<file path="src/logic/tsl_map.svh">
`ifndef TSL_MAP_SVH
`define TSL_MAP_SVH

// command opcodes
`define TSL_CMD_READ_TEMP 8'hAA
`define TSL_CMD_START_CONV 8'hEE
`define TSL_CMD_STOP_CONV 8'h22
`define TSL_CMD_WRITE_UPPER 8'h01
`define TSL_CMD_WRITE_LOWER 8'h02
`define TSL_CMD_READ_UPPER 8'hA1
`define TSL_CMD_READ_LOWER 8'hA2
`define TSL_CMD_WRITE_STATUS 8'h0C
`define TSL_CMD_READ_STATUS 8'hAC
`define TSL_CMD_READ_COUNTER 8'hA0
`define TSL_CMD_LOAD_COUNTER 8'h41

// status/configuration field positions
`define TSL_BIT_DONE 7
`define TSL_BIT_ONE 6
`define TSL_BIT_BUSY 5
`define TSL_BIT_HIGH 4
`define TSL_BIT_LOW 3
`define TSL_BIT_MODE 2
`define TSL_BIT_POL 1
`define TSL_BIT_SINGLE 0

// word widths
`define TSL_BYTE_BITS 4'd8
`define TSL_COUNT_BITS 4'd9

// reset values of volatile state
`define TSL_TEMP_RESET 8'hC9
`define TSL_COUNT_RESET 9'h000

// timing
`define TSL_CLK_HZ 40000000
`define TSL_NV_WRITE_MS 10
`define TSL_NV_WRITE_CYCLES ((`TSL_NV_WRITE_MS * `TSL_CLK_HZ) / 1000)

`endif

</file>
<file path="src/logic/tsl_pkg.sv">
package tsl_pkg;

   // nonvolatile configuration bits
   typedef struct packed {
      logic high_flag;
      logic low_flag;
      logic power_up_mode;
      logic output_polarity;
      logic single_conversion_select;
   } tsl_cfg_t;

   // image held in the nonvolatile store
   typedef struct packed {
      logic [7:0] upper_trip_point;
      logic [7:0] lower_trip_point;
      tsl_cfg_t cfg;
   } tsl_nv_t;

   // one finished conversion from the measuring datapath
   typedef struct packed {
      logic [7:0] temp;
      logic [8:0] remain;
      logic [8:0] slope;
   } tsl_conv_t;

   typedef enum logic [3:0] {
      TSL_ST_CMD = 4'b0001,
      TSL_ST_WDATA = 4'b0010,
      TSL_ST_RDATA = 4'b0100,
      TSL_ST_DONE = 4'b1000
   } tsl_state_t;

endpackage : tsl_pkg

</file>
<file path="src/logic/tsl_thermostat_status.sv">
// What this block does
// - temperature held as 8-bit two's complement whole degrees, sign in bit 7
// - trip points use the same signed 8-bit format as the temperature
// - read-counter returns the 9-bit count left when the gate ended
// - load-counter copies the 9-bit slope accumulator into the counter register
// - power-up mode 1 converts continuously and drives the pin as thermostat output
// - thermostat asserts above upper point, releases only below lower point
// - polarity bit 1 makes the thermostat output active high, 0 active low
// - high flag sets when temperature exceeds upper point, cleared by writing 0
// - low flag sets when temperature is below lower point, cleared by writing 0
// - flags work in both modes; a flag set by a conversion reaches the store only with the next write command's strobe
// - status layout: done, fixed 1, busy, high, low, mode, polarity, single
// - done bit reads 0 during a conversion and 1 once complete
// - busy bit reads 1 while a nonvolatile write is in progress
// - power-up mode bit 0 gives bus mode, 1 gives thermostat mode
// - single select 0: start begins continuous conversions, stop ends them
// - single select 1: start performs one conversion then returns to standby
// - flags, mode, polarity and single select live in nonvolatile storage
// - commands and data travel least significant bit first
// - in continuous conversion the done bit always reads 0
// - read-temperature returns the 8-bit value of the last conversion
`timescale 1ns/1ps
`include "tsl_map.svh"

module tsl_thermostat_status
   import tsl_pkg::*;
#(
   parameter int NV_WRITE_CYCLES = `TSL_NV_WRITE_CYCLES
) (
   input wire logic clk,
   input wire logic resetn,
   input wire tsl_nv_t nv_image_in,
   input wire logic frame_start,
   input wire logic slot_valid,
   input wire logic slot_is_read,
   input wire logic slot_wbit,
   input wire logic mode_escape,
   input wire logic conv_done,
   input wire tsl_conv_t conv_result,
   output logic slot_rbit,
   output logic conv_run,
   output logic nv_write,
   output tsl_nv_t nv_image_out,
   output logic dq_out,
   output logic dq_oe_n,
   output logic thermostat_mode
);

   // signed strict compare shared by thermostat and flag logic
   function automatic logic above(input logic [7:0] a, input logic [7:0] b);
      above = $signed(a) > $signed(b);
   endfunction : above

   function automatic logic below(input logic [7:0] a, input logic [7:0] b);
      below = $signed(a) < $signed(b);
   endfunction : below

   logic loaded;
   logic [7:0] temperature_value;
   logic [7:0] upper_trip_point;
   logic [7:0] lower_trip_point;
   tsl_cfg_t cfg;
   logic [8:0] counter_value;
   logic [8:0] slope_value;
   logic running;
   logic one_shot_busy;
   logic done_bit;
   logic eeprom_busy;
   logic [31:0] nv_timer;
   logic therm_active;

   tsl_state_t state;
   logic [7:0] cmd;
   logic [8:0] shreg;
   logic [3:0] bit_cnt;
   logic [3:0] rd_len;

   logic [7:0] status_value;
   logic [7:0] next_shreg;
   logic cmd_end;
   logic wdata_end;
   logic hi_event;
   logic lo_event;
   logic wr_upper;
   logic wr_lower;
   logic wr_status;
   logic start_cmd;
   logic stop_cmd;
   logic load_cmd;

   // power-up image is taken one clock after release, never under reset
   always_ff @(posedge clk or negedge resetn) begin
      if (!resetn) begin
         loaded <= 1'b0;
      end else begin
         loaded <= 1'b1;
      end
   end

   // bit assembly, least significant bit first
   assign next_shreg = {slot_wbit, shreg[7:1]};
   assign cmd_end = (state == TSL_ST_CMD) && slot_valid && !slot_is_read &&
                    (bit_cnt == `TSL_BYTE_BITS - 4'd1);
   assign wdata_end = (state == TSL_ST_WDATA) && slot_valid && !slot_is_read &&
                      (bit_cnt == `TSL_BYTE_BITS - 4'd1);

   assign wr_upper = wdata_end && (cmd == `TSL_CMD_WRITE_UPPER);
   assign wr_lower = wdata_end && (cmd == `TSL_CMD_WRITE_LOWER);
   assign wr_status = wdata_end && (cmd == `TSL_CMD_WRITE_STATUS);
   assign start_cmd = cmd_end && (next_shreg == `TSL_CMD_START_CONV);
   assign stop_cmd = cmd_end && (next_shreg == `TSL_CMD_STOP_CONV);
   assign load_cmd = cmd_end && (next_shreg == `TSL_CMD_LOAD_COUNTER);

   assign hi_event = conv_done && above(conv_result.temp, upper_trip_point);
   assign lo_event = conv_done && below(conv_result.temp, lower_trip_point);

   // done reads 0 whenever conversions run without end
   always_comb begin
      status_value = 8'h00;
      status_value[`TSL_BIT_DONE] = done_bit && cfg.single_conversion_select && !thermostat_mode;
      status_value[`TSL_BIT_ONE] = 1'b1;
      status_value[`TSL_BIT_BUSY] = eeprom_busy;
      status_value[`TSL_BIT_HIGH] = cfg.high_flag;
      status_value[`TSL_BIT_LOW] = cfg.low_flag;
      status_value[`TSL_BIT_MODE] = cfg.power_up_mode;
      status_value[`TSL_BIT_POL] = cfg.output_polarity;
      status_value[`TSL_BIT_SINGLE] = cfg.single_conversion_select;
   end

   // command and data sequencing
   always_ff @(posedge clk or negedge resetn) begin
      if (!resetn) begin
         state <= TSL_ST_CMD;
         cmd <= 8'h00;
         shreg <= 9'h000;
         bit_cnt <= 4'd0;
         rd_len <= 4'd0;
      end else if (frame_start || thermostat_mode) begin
         state <= TSL_ST_CMD;
         bit_cnt <= 4'd0;
         shreg <= 9'h000;
      end else begin
         case (state)
            TSL_ST_CMD: begin
               if (slot_valid && !slot_is_read) begin
                  shreg <= {1'b0, next_shreg};
                  bit_cnt <= bit_cnt + 4'd1;
                  if (cmd_end) begin
                     cmd <= next_shreg;
                     bit_cnt <= 4'd0;
                     rd_len <= `TSL_BYTE_BITS;
                     state <= TSL_ST_DONE;
                     case (next_shreg)
                        `TSL_CMD_WRITE_UPPER,
                        `TSL_CMD_WRITE_LOWER,
                        `TSL_CMD_WRITE_STATUS: begin
                           state <= TSL_ST_WDATA;
                        end
                        `TSL_CMD_READ_TEMP: begin
                           shreg <= {1'b0, temperature_value};
                           state <= TSL_ST_RDATA;
                        end
                        `TSL_CMD_READ_UPPER: begin
                           shreg <= {1'b0, upper_trip_point};
                           state <= TSL_ST_RDATA;
                        end
                        `TSL_CMD_READ_LOWER: begin
                           shreg <= {1'b0, lower_trip_point};
                           state <= TSL_ST_RDATA;
                        end
                        `TSL_CMD_READ_STATUS: begin
                           shreg <= {1'b0, status_value};
                           state <= TSL_ST_RDATA;
                        end
                        `TSL_CMD_READ_COUNTER: begin
                           shreg <= counter_value;
                           rd_len <= `TSL_COUNT_BITS;
                           state <= TSL_ST_RDATA;
                        end
                        default: begin
                           state <= TSL_ST_DONE;
                        end
                     endcase
                  end
               end
            end
            TSL_ST_WDATA: begin
               if (slot_valid && !slot_is_read) begin
                  shreg <= {1'b0, next_shreg};
                  bit_cnt <= bit_cnt + 4'd1;
                  if (wdata_end) begin
                     state <= TSL_ST_DONE;
                  end
               end
            end
            TSL_ST_RDATA: begin
               if (slot_valid && slot_is_read) begin
                  shreg <= {1'b0, shreg[8:1]};
                  bit_cnt <= bit_cnt + 4'd1;
                  if (bit_cnt == rd_len - 4'd1) begin
                     state <= TSL_ST_DONE;
                  end
               end
            end
            TSL_ST_DONE: begin
               state <= TSL_ST_DONE;
            end
            default: begin
               state <= TSL_ST_CMD;
            end
         endcase
      end
   end

   // read slot answers with the current low bit; past the end the line floats high
   always_ff @(posedge clk or negedge resetn) begin
      if (!resetn) begin
         slot_rbit <= 1'b1;
      end else if (slot_valid && slot_is_read) begin
         slot_rbit <= (state == TSL_ST_RDATA) ? shreg[0] : 1'b1;
      end
   end

   // trip points, volatile copy of the nonvolatile store
   always_ff @(posedge clk or negedge resetn) begin
      if (!resetn) begin
         upper_trip_point <= 8'h00;
         lower_trip_point <= 8'h00;
      end else if (!loaded) begin
         upper_trip_point <= nv_image_in.upper_trip_point;
         lower_trip_point <= nv_image_in.lower_trip_point;
      end else begin
         if (wr_upper) begin
            upper_trip_point <= next_shreg;
         end
         if (wr_lower) begin
            lower_trip_point <= next_shreg;
         end
      end
   end

   // configuration; a flag event wins over a clear in the same cycle
   always_ff @(posedge clk or negedge resetn) begin
      if (!resetn) begin
         cfg <= '0;
      end else if (!loaded) begin
         cfg <= nv_image_in.cfg;
      end else begin
         if (wr_status) begin
            cfg.power_up_mode <= next_shreg[`TSL_BIT_MODE];
            cfg.output_polarity <= next_shreg[`TSL_BIT_POL];
            cfg.single_conversion_select <= next_shreg[`TSL_BIT_SINGLE];
         end
         cfg.high_flag <= hi_event || (wr_status ? next_shreg[`TSL_BIT_HIGH] : cfg.high_flag);
         cfg.low_flag <= lo_event || (wr_status ? next_shreg[`TSL_BIT_LOW] : cfg.low_flag);
      end
   end

   // operating mode: chosen by the stored mode bit, escape only swaps it for now
   always_ff @(posedge clk or negedge resetn) begin
      if (!resetn) begin
         thermostat_mode <= 1'b0;
      end else if (!loaded) begin
         thermostat_mode <= nv_image_in.cfg.power_up_mode;
      end else if (mode_escape) begin
         thermostat_mode <= !thermostat_mode;
      end
   end

   // conversion control
   always_ff @(posedge clk or negedge resetn) begin
      if (!resetn) begin
         running <= 1'b0;
         one_shot_busy <= 1'b0;
         done_bit <= 1'b0;
      end else if (thermostat_mode) begin
         running <= 1'b1;
         one_shot_busy <= 1'b0;
         done_bit <= 1'b0;
      end else if (start_cmd) begin
         if (cfg.single_conversion_select) begin
            one_shot_busy <= 1'b1;
            done_bit <= 1'b0;
         end else begin
            running <= 1'b1;
         end
      end else if (stop_cmd && !cfg.single_conversion_select) begin
         running <= 1'b0;
      end else if (conv_done && one_shot_busy) begin
         one_shot_busy <= 1'b0;
         done_bit <= 1'b1;
      end
   end

   always_ff @(posedge clk or negedge resetn) begin
      if (!resetn) begin
         conv_run <= 1'b0;
      end else begin
         conv_run <= running || one_shot_busy;
      end
   end

   // results of the last finished conversion
   always_ff @(posedge clk or negedge resetn) begin
      if (!resetn) begin
         temperature_value <= `TSL_TEMP_RESET;
         counter_value <= `TSL_COUNT_RESET;
         slope_value <= `TSL_COUNT_RESET;
      end else if (conv_done) begin
         temperature_value <= conv_result.temp;
         counter_value <= conv_result.remain;
         slope_value <= conv_result.slope;
      end else if (load_cmd) begin
         counter_value <= slope_value;
      end
   end

   // hysteresis between the two trip points
   always_ff @(posedge clk or negedge resetn) begin
      if (!resetn) begin
         therm_active <= 1'b0;
      end else if (hi_event) begin
         therm_active <= 1'b1;
      end else if (lo_event) begin
         therm_active <= 1'b0;
      end
   end

   // open drain: pull low only in thermostat mode, when the present output level maps to a low pin
   always_ff @(posedge clk or negedge resetn) begin
      if (!resetn) begin
         dq_oe_n <= 1'b1;
         dq_out <= 1'b0;
      end else begin
         dq_oe_n <= !(thermostat_mode && (therm_active != cfg.output_polarity));
         dq_out <= 1'b0;
      end
   end

   // nonvolatile write: busy timer, a new write while busy is not checked
   always_ff @(posedge clk or negedge resetn) begin
      if (!resetn) begin
         nv_timer <= 32'h0000_0000;
         eeprom_busy <= 1'b0;
         nv_write <= 1'b0;
         nv_image_out <= '0;
      end else begin
         // image trails the registers by one cycle, so it settles one cycle after the strobe is seen
         nv_image_out.upper_trip_point <= upper_trip_point;
         nv_image_out.lower_trip_point <= lower_trip_point;
         nv_image_out.cfg <= cfg;
         nv_write <= wr_upper || wr_lower || wr_status;
         if (nv_write) begin
            nv_timer <= NV_WRITE_CYCLES[31:0];
            eeprom_busy <= 1'b1;
         end else if (nv_timer > 32'h0000_0001) begin
            nv_timer <= nv_timer - 32'h0000_0001;
         end else begin
            nv_timer <= 32'h0000_0000;
            eeprom_busy <= 1'b0;
         end
      end
   end

endmodule : tsl_thermostat_status

</file>
<file path="config.mk">
export PLATFORM = sky130hd
export DESIGN_NAME = tsl_thermostat_status
export DESIGN_NICKNAME = d
export VERILOG_FILES = /design/src/logic/tsl_pkg.sv /design/src/logic/tsl_thermostat_status.sv
export VERILOG_INCLUDE_DIRS = /design/src /design/src/logic
export SDC_FILE = /design/constraint.sdc
export NUM_CORES = 1
export LEC_CHECK = 0
export BUFFER_PORTS_ARGS = -buffer_cell sky130_fd_sc_hd__buf_2
export CORE_ASPECT_RATIO = 2
export CORE_MARGIN = 1.5
export CORE_UTILIZATION = 50
export CTS_BUF_LIST = sky130_fd_sc_hd__clkbuf_4 sky130_fd_sc_hd__clkbuf_8
export DETAILED_ROUTE_END_ITERATION = 10
export GPL_TIMING_DRIVEN = 0
export PLACE_DENSITY = 0.7
export SYNTH_ARGS = -nofsm -noshare
export SYNTH_HDL_FRONTEND = slang
export SYNTH_SLANG_ARGS = --single-unit
</file>
<file path="constraint.sdc">
create_clock -name clk -period 5.5 [get_ports clk]
set_input_delay 0.275 -clock clk [delete_from_list [all_inputs] [get_ports clk]]
set_output_delay 0.275 -clock clk [all_outputs]
set_load 0.01 [all_outputs]
</file>
======== After elaboration in Yosys (flattened, before gate mapping) ========
Cells that the tools add are included.
storage, ports and cells
  flip-flop bits (word level) ............. 140
  output and inout port bits .............. 27
  input port bits ......................... 55
  logic and storage cells ................. 175
cells by class
  add/sub/neg operators ................... 3
  bitwise gates (word level) .............. 1
  mux-type cells .......................... 56
  reduce and logical (&&, ||, !) cells .... 43
  equal/unequal tests ..................... 35
  $lt $le $gt $ge ......................... 3
operator list
  cell                                                                              count
  32-bit 2-to-1 mux                                                                 2
  9-bit 2-to-1 mux                                                                  7
  8-bit == test, second input constant                                              6
  4-bit 2-to-1 mux                                                                  12
  9-bit case mux with 5 select lines                                                1
  32-bit by 1-bit greater-than comparator with 1-bit output, second input constant  1
  8-bit 2-to-1 mux                                                                  4
  32-bit by 1-bit subtractor with 32-bit output, second input constant              1
  9-bit case mux with 3 select lines                                                1
  1-bit 2-to-1 mux                                                                  24
  1-bit logical AND                                                                 21
  8-bit by 1-bit == test with 1-bit output, second input constant                   2
  8-bit by 2-bit == test with 1-bit output, second input constant                   2
  8-bit by 4-bit == test with 1-bit output, second input constant                   2
  4-bit case mux with 4 select lines                                                1
  3-bit inequality test, second input constant                                      5
  4-bit case mux with 3 select lines                                                1
  4-bit by 3-bit == test with 1-bit output, second input constant                   2
  8-bit by 6-bit == test with 1-bit output, second input constant                   1
  8-bit by 7-bit == test with 1-bit output, second input constant                   1
  8-bit greater-than comparator                                                     1
  8-bit < comparator                                                                1
  4-bit case mux with 2 select lines                                                1
  4-bit AND reduction                                                               2
  other kinds (24)                                                                  39

======== Longest topological paths before layout ========
  depth after elaboration ................. 9
  gate-level depth with buffers ........... 9
  gate-level depth less buffers ........... 7

======== Least setup slack after synthesis ========
No wires, ideal clock.
  path type ............................... register -> register
  start point ............................. register nv_timer[26]
  end point ............................... register nv_timer[11]
  cell stages (with the launch flop) ...... 7
  buffers on the path ..................... 1
  library setup time ...................... 0.127 ns
  slack ................................... 3.534 ns
  period minus slack after synthesis ...... 1.966 ns
  arrival time ............................ 1.839 ns
  cell sequence ........................... dfrtp_1 -> or4_1 -> nor3_1 -> and4_1 -> buf_4 -> a21oi_1 -> or2_2
between the ends
  cells in the longest elaborated chain, start to end .. 3
RTL lines
  item                                                       RTL line                      text
  from (decl)                                                tsl_thermostat_status.sv:69   logic [31:0] nv_timer;
  from (signal assigned)                                     tsl_thermostat_status.sv:354  nv_timer <= NV_WRITE_CYCLES[31:0];
  from (signal assigned)                                     tsl_thermostat_status.sv:357  nv_timer <= nv_timer - 32'h0000_0001;
  32-bit by 1-bit greater-than comparator with 1-bit output  tsl_thermostat_status.sv:356  end else if (nv_timer > 32'h0000_0001) begin
  32-bit 2-to-1 mux                                          tsl_thermostat_status.sv:356
  32-bit 2-to-1 mux                                          tsl_thermostat_status.sv:353  if (nv_write) begin
No other way between the ends.
A chain may end at the register's enable or synchronous reset.

======== Final worst setup path ========
  start point ............................. register shreg[4]
  end point ............................... register shreg[3]
between the ends
  cells in the longest elaborated chain, start to end .. 6
  elaborated cells between the ends (all ways) .. 12
RTL lines
  item                                    RTL line                      text
  from (decl)                             tsl_thermostat_status.sv:74   logic [8:0] shreg;
  from (signal assigned)                  tsl_thermostat_status.sv:146  shreg <= {1'b0, next_shreg};
  from (signal assigned)                  tsl_thermostat_status.sv:160  shreg <= {1'b0, temperature_value};
  from (signal assigned)                  tsl_thermostat_status.sv:164  shreg <= {1'b0, upper_trip_point};
  8-bit == test                           tsl_thermostat_status.sv:153  case (next_shreg)
  9-bit case mux with 5 select lines      tsl_thermostat_status.sv:153
  9-bit 2-to-1 mux                        tsl_thermostat_status.sv:148  if (cmd_end) begin
  9-bit 2-to-1 mux                        tsl_thermostat_status.sv:145  if (slot_valid && !slot_is_read) begin
  9-bit case mux with 3 select lines (*)  tsl_thermostat_status.sv:143  case (state)
  9-bit 2-to-1 mux (*)                    tsl_thermostat_status.sv:138  end else if (frame_start || thermostat_mode) begin
Mark *: on every way between the ends. The rest lies on a longest branch, timed or not. The select of a mux whose other input is x is not followed.

==> impl_metrics.csv <==
group,metric,value,unit
floorplan,rows,60,
route,drc,0,
route,wl_per_cell,19.6,µm
cells_and_area,final_cell_mix,"dfrtp_1, buf_2, nor2_1",
global_route,use_met1,25.0,%
sta,totalNegativeSetupSlack,0,ns
clock_network,cts.sink_count,138,
critical_path,critical_path_class,"reg2reg",
cells_and_area,num-nets-final,840,
cells_and_area,drive_gt1_share,22.5,%
yosys,synth.yosys.warnings,0,
clock_network,numCtsBuffers,17,
cells_and_area,stdcell_count,932,
global_route,use_met2,49.7,%
yosys,ys_seq_area_share,49.6,%
global_route,grt_pass1_wl,29000,µm
clock_network,cts_tree,"done",
worst_hold_path,hold_class,"in2reg",
yosys,syn_area,6980,µm²
run_status,outcome,"finished, final reports clean",
critical_path,worstPathMaxFanout,10,
sta,finalHoldViolCount,0,
sta,maxSlewViolCount,0,
floorplan,dieHeight,170,µm
worst_hold_path,min_path_cells,3,
floorplan,die_x,86.6,µm
route,ant_nets,0,
cells_and_area,syn_to_final_growth,14.1,%
floorplan,io_pins,82,
critical_path,slowest_stage,"buf_1",
worst_hold_path,hold_start,"conv_result[14]",
cells_and_area,final_common_cell,"dfrtp_1",
global_route,first_global_vias,5856,
sta,worstMarginPinSlew,0.743,ns
placed_design,place_congestion,0.969,
yosys,synth_edf_count,0,
global_route,grtUsageMet3,5.09,%
run,max_cap_violations,0,
sta,finClkSkew,0.0116,ns
cells_and_area,antennaDiodeCount,0,
clock_network,clock-root-buffer,"clkbuf_8",
placed_design,dpl.hpwl,13600,µm
route,vias,5511,
clock_network,postCtsResizedCells,0,
clock_network,htree_levels,4,
floorplan,initial_utilization,51.7,%
critical_path,arrival,2.83,ns
yosys,synth_cell_types,69,
power,ir_worst_vdd,0.000147,V
route,first_pass_iters,5,
critical_path,reg2reg_depth,7,
sta,setup_ws,3.00,ns
route,drt_first_iter_violations,245,
critical_path,r2r_setup_slack,3.00,ns
critical_path,end_kind,"flip-flop",
critical_path,required,5.83,ns
sta,finalCritPeriodShare,45.5,%
critical_path,worstSetupStartpointType,"flip-flop",
critical_path,r2r-end,"shreg[3]",
sta,setup_viol,0,
floorplan,die_area,14700,µm²
yosys,syn_nets,741,
placed_design,pre_cts_ws,3.11,ns
cells_and_area,final_core_util,59.0,%
global_route,antenna_found_initial,0,
global_route,grt.overflow.total,0,
global_route,track_usage,25.9,%
route,post_drt_via_cell_ratio,5.91,
placed_design,dp_cells,902,
yosys,ys.flop_type,"dfrtp_1",
placed_design,portBuffers,78,
critical_path,path_cells,"clkbuf_1 > buf_1 > mux2i_1 > o22ai_1 > a21oi_1 > o211ai_1 > o211a_1",
yosys,synth_cells,668,
global_route,grt_max_degree,98,
yosys,async_reset_ff_share,100,%
yosys,ys_ff_latch,138,
sta,relSlewSlack,50.5,%
critical_path,max_stage_delay,0.60,ns
global_route,busiest_layer,"met2",
route,routed_wl,18200,µm
clock_network,clk_pin_slew_worst_paths,0.08,ns
sta,rsz0062_at_grt,"false",
yosys,synth_area_per_cell,10.4,µm²
floorplan,coreArea,13500,µm²
clock_network,clk_latency,0.45,ns
sta,fin_crit,2.50,ns
power,power_density,265,nW/µm²
power,p_leak,3.75,nW
clock_network,cts_max_path_buffers,2,
critical_path,timing.rr.start,"shreg[4]",
sta,max_freq,399,MHz
worst_hold_path,hold_path_end,"counter_value[5]",
==> metrics by stage <==
| step | hold slack (ns) | power [W] | area (µm²) |
|---|---|---|---|
| 2_1_floorplan | -0.0206 | 0.00124 | 6980 |
| 3_3_place_gp | 0.425 | 0.00134 | 7560 |
| 3_5_place_dp | 0.214 | 0.00135 | 7600 |
| 4_1_cts | 0.0303 | 0.00212 | 7970 |
| 5_1_grt | 0.0380 | 0.00219 | 7970 |
| 6_report | 0.0436 | 0.00211 | 7970 |
==> cell type report <==
type / instances / area [µm²]
Multi-Input combinational cell: 463 / 3230
Clock buffer: 19 / 262
Fill cell: 1166 / 5550
Inverter: 27 / 101
Tap cell: 155 / 194
Clock inverter: 10 / 96.3
Timing Repair Buffer: 80 / 434
Buffer: 40 / 189
Sequential cell: 138 / 3460
==> layer usage <==
metal,routed length [µm],vias up,part of all wire (%)
li1,-,2579,-
met1,6330,2725,35
met2,10500,151,57
met3,567,56,3.1
met4,898,0,4.9
met5,0,-,0
==> worst max path at each step <==
stage,start,to,slack (ns),cells past startpoint
floorplan,nv_timer[26],nv_timer[11],3.53,6
global placement,resetn,slope_value[3],2.30,1
detailed placement,shreg[4],shreg[3],3.11,7
CTS,shreg[4],shreg[3],3.09,7
global route,shreg[4],shreg[3],2.99,7
finish,shreg[4],shreg[3],3.00,7
==> worst max-delay path, delay by kind of cell, from the launching register on <==
family	cells	cell delay [ns]
flops	1	0.34
mux	1	0.46
compound gates	4	0.63
buf+inv	2	0.95
==> kinds of logic (layout without fill, tap and decap cells) <==
group           count (synthesis)  after routing  share of synthesized area [%]
simple gates                  219            219                           17.5
flops                         138            138                           49.6
compound gates                128            128                           11.7
buf+inv                        67            176                           4.16
mux                            66             66                           9.91
xor+xnor                       30             30                           3.76
fa+ha+maj                      18             18                           3.23
other cells                     2              2                          0.108
==> state kept, by name (all words and copies together), names as in the netlist, 2 cells and up <==
signal,flops
bit_cnt,4
cfg,5
cmd,8
counter_value,9
lower_trip_point,8
nv_image_out,21
nv_timer,32
rd_len,2
shreg,9
slope_value,9
state,4
temperature_value,8
upper_trip_point,8
==> repair_timing <==
action | 4_1_cts | 5_1_grt
hold endpoints to repair | 39 | 0
buffers inserted | 0 | 0
hold buffers | 1 | 0
==> power breakdown <==
group / switching, W / internal (W) / total [W]
Clock: 0.000400 / 0.000376 / 0.000776
Combinational: 0.000130 / 0.0000915 / 0.000221
Sequential: 0.0000413 / 0.00107 / 0.00111
==> Yosys cell counts, types with 7 or more instances <==
cell | instances | area share [%]
xor2_1 | 18 | 2.3
clkbuf_1 | 23 | 1.2
nand2_1 | 36 | 1.9
nor4_1 | 11 | 0.99
a31oi_1 | 8 | 0.72
mux2_2 | 25 | 4.0
ha_1 | 18 | 3.2
a21oi_1 | 41 | 2.9
nand3_1 | 12 | 0.86
a22oi_1 | 7 | 0.75
o21ai_0 | 24 | 1.7
o211ai_1 | 9 | 0.97
nor2_1 | 77 | 4.1
o21bai_1 | 8 | 0.86
nor3_1 | 15 | 1.1
dfstp_2 | 7 | 2.6
inv_1 | 27 | 1.5
xnor2_1 | 12 | 1.5
dfrtp_1 | 131 | 47
mux2i_1 | 41 | 5.9
nand4_1 | 10 | 0.90
(Power assumes the default switching activity.)
